==> src/rtl/srh_consts.vh <==
// Purpose: timing constants for the static ram host controller
// Assumes: 50 MHz clock, 20 ns period; fastest speed grade figures
// Notes:   times in ns (power-up in us), cycle counts derived in the module
`ifndef SRH_CONSTS_VH
`define SRH_CONSTS_VH
`define SRH_CLK_PERIOD_NS      20
`define SRH_ADDR_W             14
`define SRH_DEPTH              16384
`define SRH_ACCESS_NS          70
`define SRH_CYCLE_NS           70
`define SRH_ADDR_SETUP_NS      10
`define SRH_WRITE_RECOV_NS     0
`define SRH_DATA_VALID_NS      30
`define SRH_WRITE_PULSE_NS     40
`define SRH_DATA_HOLD_NS       10
`define SRH_POWERUP_US         2000
`endif

==> src/rtl/srh_host.v <==
// Purpose: host controller driving a 16K x 1 asynchronous static ram
// Assumes: one 50 MHz clock; ram pins are plain outputs plus one data input
// Notes:   read and write requests on a simple req/ack port; one access at a time
//          select is strobed per access, so the part idles at standby power
//          writes are strobe-controlled: strobe rises one cycle before select
//          timing counts round the fastest grade up to whole clock cycles
//          a slower grade needs the ns figures in the header raised to match
//          the returned bit is resynchronised, costing two cycles of read latency
//
// Behaviour
// - write spans later fall to first rise
// - address setup before strobe, held past rise
// - never change address inside write pulse
// - write data valid before strobe rises
// - select-controlled write referenced to select rise
// - write data held after terminating edge
// - wait 2 ms after power-up
// - each cycle at least access time long
`include "srh_consts.vh"

module srh_host #(
    parameter ADDR_W      = `SRH_ADDR_W,
    parameter POWERUP_CYC = (`SRH_POWERUP_US * 1000) / `SRH_CLK_PERIOD_NS
)(
    input  wire              clk_i,
    input  wire              nrst_i,
    input  wire              req_i,
    input  wire              req_write_i,
    input  wire [ADDR_W-1:0] req_addr_i,
    input  wire              req_bit_i,
    output reg               ready_o,
    output reg               ack_o,
    output reg               rd_bit_o,
    output reg [ADDR_W-1:0]  cell_index_lines_o,
    output reg               sel_n_o,
    output reg               wr_n_o,
    output reg               din_o,
    input  wire              dout_i
);
    function [7:0] cyc_min;
        input integer ns;
        integer cyc;
        begin
            cyc = (ns + `SRH_CLK_PERIOD_NS - 1) / `SRH_CLK_PERIOD_NS;
            // a zero requirement still costs one state cycle
            if (cyc < 1)
                cyc = 1;
            cyc_min = cyc[7:0];
        end
    endfunction

    // two extra cycles cover the two-flop sampling of the returned bit
    localparam [7:0] RD_CYC    = cyc_min(`SRH_ACCESS_NS) + 8'h02;
    localparam [7:0] SETUP_CYC = cyc_min(`SRH_ADDR_SETUP_NS);
    // pulse takes the cycle time less setup; this also covers the data-valid lead
    localparam [7:0] PULSE_CYC = cyc_min(`SRH_CYCLE_NS - `SRH_ADDR_SETUP_NS);
    localparam [7:0] HOLD_CYC  = cyc_min(`SRH_DATA_HOLD_NS);

    localparam [5:0] ST_PWR   = 6'h01;
    localparam [5:0] ST_IDLE  = 6'h02;
    localparam [5:0] ST_READ  = 6'h04;
    localparam [5:0] ST_SETUP = 6'h08;
    localparam [5:0] ST_PULSE = 6'h10;
    localparam [5:0] ST_HOLD  = 6'h20;

    reg  [5:0]  state_reg;
    // wide enough for the full power-up wait at any sensible clock
    reg  [31:0] pwr_cnt_reg;
    reg  [7:0]  cnt_reg;
    reg         dout_meta_reg;
    reg         dout_sync_reg;

    // the returned bit comes from an unclocked part: two flops before use
    always @(posedge clk_i or negedge nrst_i)
    begin
        if (!nrst_i)
        begin
            dout_meta_reg <= 1'b0;
            dout_sync_reg <= 1'b0;
        end
        else
        begin
            dout_meta_reg <= dout_i;
            dout_sync_reg <= dout_meta_reg;
        end
    end

    always @(posedge clk_i or negedge nrst_i)
    begin
        if (!nrst_i)
        begin
            state_reg          <= ST_PWR;
            pwr_cnt_reg        <= 32'h0;
            cnt_reg            <= 8'h00;
            ready_o            <= 1'b0;
            ack_o              <= 1'b0;
            rd_bit_o           <= 1'b0;
            cell_index_lines_o <= {ADDR_W{1'b0}};
            sel_n_o            <= 1'b1;
            wr_n_o             <= 1'b1;
            din_o              <= 1'b0;
        end
        else
        begin
            ack_o <= 1'b0;
            case (state_reg)
                ST_PWR:
                begin
                    // no access until the part's substrate pump has settled
                    if (pwr_cnt_reg >= POWERUP_CYC - 1)
                    begin
                        state_reg <= ST_IDLE;
                        ready_o   <= 1'b1;
                    end
                    else
                        pwr_cnt_reg <= pwr_cnt_reg + 32'h1;
                end
                ST_IDLE:
                begin
                    if (req_i)
                    begin
                        ready_o            <= 1'b0;
                        // address only moves here, after select has risen
                        cell_index_lines_o <= req_addr_i;
                        din_o              <= req_bit_i;
                        // strobed select: address and select change together
                        sel_n_o            <= 1'b0;
                        if (req_write_i)
                        begin
                            wr_n_o    <= 1'b1;
                            cnt_reg   <= SETUP_CYC;
                            state_reg <= ST_SETUP;
                        end
                        else
                        begin
                            wr_n_o    <= 1'b1;
                            cnt_reg   <= RD_CYC;
                            state_reg <= ST_READ;
                        end
                    end
                    else
                    begin
                        // idle keeps the part deselected so it sits at standby power
                        sel_n_o <= 1'b1;
                        wr_n_o  <= 1'b1;
                    end
                end
                ST_READ:
                begin
                    if (cnt_reg == 8'h01)
                    begin
                        // sample only after full access; bit stable while address held
                        // the brief old-bit hold after an address move is long past here
                        rd_bit_o  <= dout_sync_reg;
                        ack_o     <= 1'b1;
                        sel_n_o   <= 1'b1;
                        ready_o   <= 1'b1;
                        state_reg <= ST_IDLE;
                    end
                    else
                        cnt_reg <= cnt_reg - 8'h01;
                end
                ST_SETUP:
                begin
                    // strobe falls a full cycle after the address has settled
                    if (cnt_reg == 8'h01)
                    begin
                        wr_n_o    <= 1'b0;
                        cnt_reg   <= PULSE_CYC;
                        state_reg <= ST_PULSE;
                    end
                    else
                        cnt_reg <= cnt_reg - 8'h01;
                end
                ST_PULSE:
                begin
                    // address and data frozen for the whole pulse
                    if (cnt_reg == 8'h01)
                    begin
                        wr_n_o    <= 1'b1;
                        cnt_reg   <= HOLD_CYC;
                        state_reg <= ST_HOLD;
                    end
                    else
                        cnt_reg <= cnt_reg - 8'h01;
                end
                ST_HOLD:
                begin
                    // select drops with strobe risen; address and data kept past it
                    sel_n_o <= 1'b1;
                    if (cnt_reg == 8'h01)
                    begin
                        ack_o     <= 1'b1;
                        ready_o   <= 1'b1;
                        state_reg <= ST_IDLE;
                    end
                    else
                        cnt_reg <= cnt_reg - 8'h01;
                end
                default:
                begin
                    // an illegal state code parks the pins and re-enters ST_PWR without clearing the wait count
                    state_reg <= ST_PWR;
                    sel_n_o   <= 1'b1;
                    wr_n_o    <= 1'b1;
                end
            endcase
        end
    end
endmodule

==> config.mk <==
export PLATFORM = sky130hd
export DESIGN_NAME = srh_host
export DESIGN_NICKNAME = d
export VERILOG_FILES = /design/src/rtl/srh_host.v
export VERILOG_INCLUDE_DIRS = /design/src /design/src/rtl
export SDC_FILE = /design/constraint.sdc
export NUM_CORES = 1
export LEC_CHECK = 0
export ABC_AREA = 1
export BUFFER_PORTS_ARGS = -buffer_cell sky130_fd_sc_hd__buf_2
export CORE_AREA = 2 2 79 81
export DETAILED_ROUTE_END_ITERATION = 7
export DIE_AREA = 0 0 81 83
export PLACE_DENSITY = 0.79
export SLEW_MARGIN = 20
export SYNTH_ARGS = -nofsm -noshare
export SYNTH_HDL_FRONTEND = slang
export SYNTH_SLANG_ARGS = --single-unit
==> constraint.sdc <==
create_clock -name clk_i -period 3.87 [get_ports clk_i]
set_input_delay 0.5805 -clock clk_i [delete_from_list [all_inputs] [get_ports clk_i]]
set_output_delay 0.5805 -clock clk_i [all_outputs]
set_load 0.005 [all_outputs]
* Yosys cells after proc, flatten, opt, wreduce, memory -nomap -nowiden
Index checks and enable logic that the tools add are counted.
** Word-level totals
- Flip-flop bits (word level) :: 68
- Input port bits :: 20
- Output and inout bits :: 20
- Logic and storage cells :: 68
** Cells by class
- Add/subtract/negate cells :: 2
- Magnitude comparators :: 1
- Equality and inequality tests :: 14
- Multiplexer cells :: 23
- Bitwise gates (word level) :: 3
- Reduce and logical (&&, ||, !) cells :: 13
** Operators with widths (count)
- 32-bit by 1-bit adder with 32-bit output, second input constant :: 1
- 32-bit by 17-bit greater-or-equal comparator with 1-bit output, second input constant :: 1
- 8-bit 2-to-1 mux :: 4
- 8-bit case mux with 4 select lines :: 1
- 6-bit 2-to-1 mux :: 5
- 6-bit case mux with 5 select lines :: 1
- 2-bit != test, second input constant :: 6
- 1-bit case mux with 3 select lines :: 3
- 8-bit by 1-bit equality test with 1-bit output, second input constant :: 1
- 2-bit AND reduction :: 4
- 8-bit by 1-bit subtractor with 8-bit output, second input constant :: 1
- 1-bit 2-to-1 mux :: 7
- 6-bit by 1-bit equality test with 1-bit output, second input constant :: 1
- 6-bit by 2-bit equality test with 1-bit output, second input constant :: 1
- 6-bit by 3-bit equality test with 1-bit output, second input constant :: 1
- 6-bit by 4-bit equality test with 1-bit output, second input constant :: 1
- 6-bit by 5-bit equality test with 1-bit output, second input constant :: 1
- 6-bit equality test, second input constant :: 1
- 3-bit AND reduction :: 2
- 3-bit OR reduction :: 2
- 5-bit AND reduction :: 1
- 4-bit 2-to-1 mux :: 1
- 4-bit AND reduction :: 1
- 4-bit nonzero test :: 1
- 5 further kinds :: 7

* Depth between registers and ports, before layout
- Depth after elaboration :: 4
- Depth in mapped cells :: 11
- Mapped depth without buffers :: 11

* Worst setup path after synthesis
Ideal clock, no wire load.
- Kind :: register to register
- From :: register pwr_cnt_reg[0]
- To :: register state_reg[5]
- Setup time :: 0.118 ns
- Data arrival time :: 1.396 ns
- Data required time :: 3.752 ns
- Path slack :: 2.357 ns
- Stages on the path, launching flop included :: 12
- Buffers on the path :: 1
- Clock period less this slack :: 1.513 ns
- Path through :: dfrtp_1 -> ha_1 -> nand3_2 -> o21ai_2 -> nand2_1 -> nand2_1 -> nand2_2 -> nand2_4 -> buf_6 -> nand3_1 -> nand2_1 -> nand2_1
** On the way
- Longest elaborated chain between the ends :: 3
** Ends and longest elaborated chain
- start, declared :: RTL line srh_host.v:68 : reg [31:0] pwr_cnt_reg;
- start signal, assigned :: RTL line srh_host.v:116 : pwr_cnt_reg <= pwr_cnt_reg + 32'h1;
- 32-bit by 17-bit greater-or-equal comparator with 1-bit output :: RTL line srh_host.v:110 : if (pwr_cnt_reg >= POWERUP_CYC - 1)
- 2-bit != test (no source line)
- 5-bit AND reduction (no source line)
- end signal, assigned :: RTL line srh_host.v:112 : state_reg <= ST_IDLE;
- end signal, assigned :: RTL line srh_host.v:132 : state_reg <= ST_SETUP;
- end signal, assigned :: RTL line srh_host.v:138 : state_reg <= ST_READ;
- end, declared :: RTL line srh_host.v:66 : reg [5:0] state_reg;
No other way between the ends.
A chain may end at the register's enable or synchronous reset.

* Worst setup path after layout
- From :: register pwr_cnt_reg[0]
- To :: register pwr_cnt_reg[6]
** On the way
- Longest elaborated chain between the ends :: 3
- Elaborated cells between the ends (all ways) :: 4
- Those cells by class :: add/sub (1); order compare (1); bitwise (1); reduce/logical (1)
** Ends and longest elaborated chain (RTL line)
- 32-bit by 17-bit greater-or-equal comparator with 1-bit output :: srh_host.v:110
- 1-bit NOT (no source line)
- 2-bit AND reduction (no source line)
Parallel ways exist; a longest one is shown, timed or not.

==> summary.md <==
| Metric | Value |
|---|---|
| Slew @ Worst Pin | approximately 0.53 ns |
| Crit-path cells | ha_1, nand3_2, o21ai_2, nand2_1, nand2_1, nand2_2, nand2_4, inv_2, nand3b_1, nand2_1 |
| NetSw | 326 uW |
| Worst-path clk slew | about 0.08 ns |
| Synth unique cells | 32 |
| Max VDD drop | roughly 270 uV |
| # rows | 28 |
| CTS tree | yes |
| Post-synth net total | 442 |
| Layout filler cell count | between 500 and 600 |
| Status | finished clean |
| Starting DRC count in detailed routing | 161 |
| DRC violations left | 0 |
| Max_cap viols | 0 |
| Critical setup path kind | reg2reg |
| Final period utilization | 0.463 |
| Worst skew pair latency | about 0.35 ns |
| Antenna Cells | 0 |
| Final Hold Viols | 0 |
| Final setup violation count | 0 |
| Core Footprint | between 0.005 and 0.006 sq mm |
| CP Data Required Time | just over 4 ns |
| Rel. slew slack | 0.644 |
| Die ar. | 0.00672 sq mm |
| P_leak | slightly above 0.002 uW |
| Area post-placement | 0.00358 sq mm |
| Critical path startpoint category | flop |
| RSZ-0062 raised after global routing | false |
| Vias in the first global route | ~2600 |
| Chip width | 81 um |
| Final net count | between 400 and 500 |
| Seq cells post-synth | 68 |
| Sw frac | 0.239 |
| Initial Util | 0.582 |
| Root Driver | clkbuf_8 |
| Wirelength per Cell | 12.4 um |
| TNS Setup | 0 ns |
| Vias | 2721 |
| Htree depth | 3 |
| Synthesized area | 0.00339 sq mm |
| Largest net degree at the start of global routing | between 40 and 50 |
| Via density per instance | ~5.1 |
| Drt pass-1 iters | 4 |
| Post-CTS setup buffer count | 0 |
| First-pass GRT wire length | 11300 um |
| Hold Buf Count CTS | 0 |
| Area of the multi-input gates | 0.00139 sq mm |
| IO buf count | 39 |
| Max Slew Vio Count | 0 |
| IO Count | 40 |
| Detailed Route WL | between 6000 and 7000 um |
| Crit path from | pwr_cnt_reg[0] |
| Layout Cells excl Fill | 530 |
| Clock network power share | 0.442 |
| FF+latch area | between 0.0015 and 0.002 sq mm |
| Clock Sink Count | 68 |
| Crit Path Max Fanout | 24 |
| Average size of a mapped cell | between 8 and 9 sq um |
| Cells after Synth | 419 |
| Yosys Warn Count | 0 |
| Placed insts | a little over 500 |
| Max Buffers Root-to-Sink | 2 |
| Post-CTS sizing | 0 |
| Power Density | around 360 mW/mm^2 |
| Die Span Y | 83 um |
| Sequential Power Share | 0.529 |
| Max reg flops | 32 |
| Share of layout cells above drive strength 1 | 0.193 |
| Hpwl dp | between 4000 and 5000 um |
| Register area share after synthesis | 0.504 |
| Crit. End Element | flop |
| Post-DRT Antenna Nets | 0 |
| Fin crit period | around 1.8 ns |
| Cell mode on critical path | nand2_1 |
| Hold Crit Class | in2async |
| CP peak stage delay | around 0.40 ns |
| Fmax | approximately 560 MHz |
| Initial antenna violation count | 0 |
| Total GRT Usage | 0.214 |
| Gp weighted congestion | just under 0.9 |
| TritonCTS buffer count | 9 |
| CP max-delay cell | dfrtp_1 |
| Worst r2r src | pwr_cnt_reg[0] |
| Post-route cell area | between 0.003 and 0.004 sq mm |
| Remaining Overflow, GRT | 0 |
| Comb power frac | 0.029 |
| CP arrival | roughly 2 ns |
| Post-Route Skew | slightly above 0.009 ns |
| Synth-to-Final Area Change | 11.7% |
| P_int | approximately 1000 uW |
-- worst max-delay path: cells and delay by family (launching register included) --
family          cells  cell delay, ns
simple gates        7            0.76
flops               1            0.40
buf+inv             1            0.14
fa+ha+maj           1            0.22
compound gates      1            0.16
-- power groups by stage --
stage | Clock [uW] | Sequential, uW | Combinational, uW
5_1_grt | 656 | 724 | 47.1
3_5_place_dp | 0 | 737 | 41.9
2_1_floorplan | 0 | 738 | 7.22
4_1_cts | 621 | 723 | 41.7
3_3_place_gp | 0 | 737 | 40.4
6_report | 604 | 723 | 39.9
-- layer usage --
metal  share of wire  global-route usage
met1            0.45               0.271
met2            0.50               0.352
met3           0.037              0.0543
met4           0.018              0.0755
met5               0                   0
-- synth_stat cells (all sizes together) --
cell / instances / area, sq um
a21oi: 3 / 15.0
and2: 1 / 6.26
buf: 5 / 48.8
clkbuf: 15 / 56.3
dfrtp: 65 / 1630
dfstp: 3 / 78.8
ha: 3 / 37.5
inv: 50 / 188
nand2: 140 / 541
nand3: 32 / 175
nand3b: 3 / 22.5
nand4: 15 / 115
nor2: 42 / 198
nor3: 9 / 66.3
o21ai: 19 / 103
o22ai: 4 / 25.0
or2: 1 / 6.26
xnor2: 2 / 17.5
xor2: 7 / 61.3
-- placed cells by master (no fill, tap or decap) --
cell	count
nand3_1	29
nand2_2	3
or2_2	1
buf_2	39
nand4_4	1
dfrtp_1	65
and2_1	1
nor3_2	2
bufinv_16	1
o22ai_1	4
ha_1	3
nor2_2	4
inv_6	4
inv_2	6
xnor2_1	2
nor3_1	6
o21ai_1	11
buf_4	1
nand4_2	1
nand2_1	136
a21oi_1	3
clkinvlp_4	2
nand3b_1	3
nand4_1	13
clkbuf_8	9
nor2_1	34
inv_1	44
o21ai_0	6
xor2_1	7
nand3_2	3
nand2_4	1
nor2_4	4
dfstp_2	3
o21ai_2	2
nor3_4	1
-- logic make-up after synthesis --
group,Yosys count,share of synthesized area
adder cells (fa/ha/maj),3,0.0111
AND/OR/NAND/NOR,243,0.334
buffers and inverters,70,0.0864
flip-flops,68,0.504
AO/OA/AOI/OAI,26,0.0421
XOR/XNOR,9,0.0233
-- metrics by stage --
step / utilization / total power, uW / setup slack, ns / hold slack (ns)
after floorplan: - / 745 / 2.36 / 0.285
after global placement: 0.615 / 778 / 2.15 / 0.337
after detailed placement: 0.615 / 779 / 2.09 / 0.340
after CTS: 0.650 / 1390 / 2.07 / 0.204
after global routing: 0.650 / 1430 / 1.92 / 0.243
final: 0.650 / 1370 / 2.08 / 0.196
-- layout make-up --
| class | instances | area share |
|---|---|---|
| Inverter | 50 | 0.0496 |
| Clock inverter | 7 | 0.0212 |
| Tap cell | 75 | 0.0248 |
| Sequential cell | 68 | 0.451 |
| Timing Repair Buffer | 40 | 0.0536 |
| Multi-Input combinational cell | 281 | 0.367 |
| Clock buffer | 9 | 0.0327 |
-- worst paths after layout --
| path | endpoint | slack, ns | cells after the start |
|---|---|---|---|
| worst max-delay path | pwr_cnt_reg[6] | 2.08 | 10 |
| worst min-delay path | pwr_cnt_reg[8] | 0.20 | 1 |
| worst max register to register | pwr_cnt_reg[6] | 2.08 | 10 |
| worst min register to register | dout_sync_reg | 0.35 | 0 |
| max in group asynchronous | sel_n_o | 2.73 | 2 |
| min in group clk_i | dout_meta_reg | 0.34 | 1 |
No activity file was read; power rests on OpenSTA's default activity.
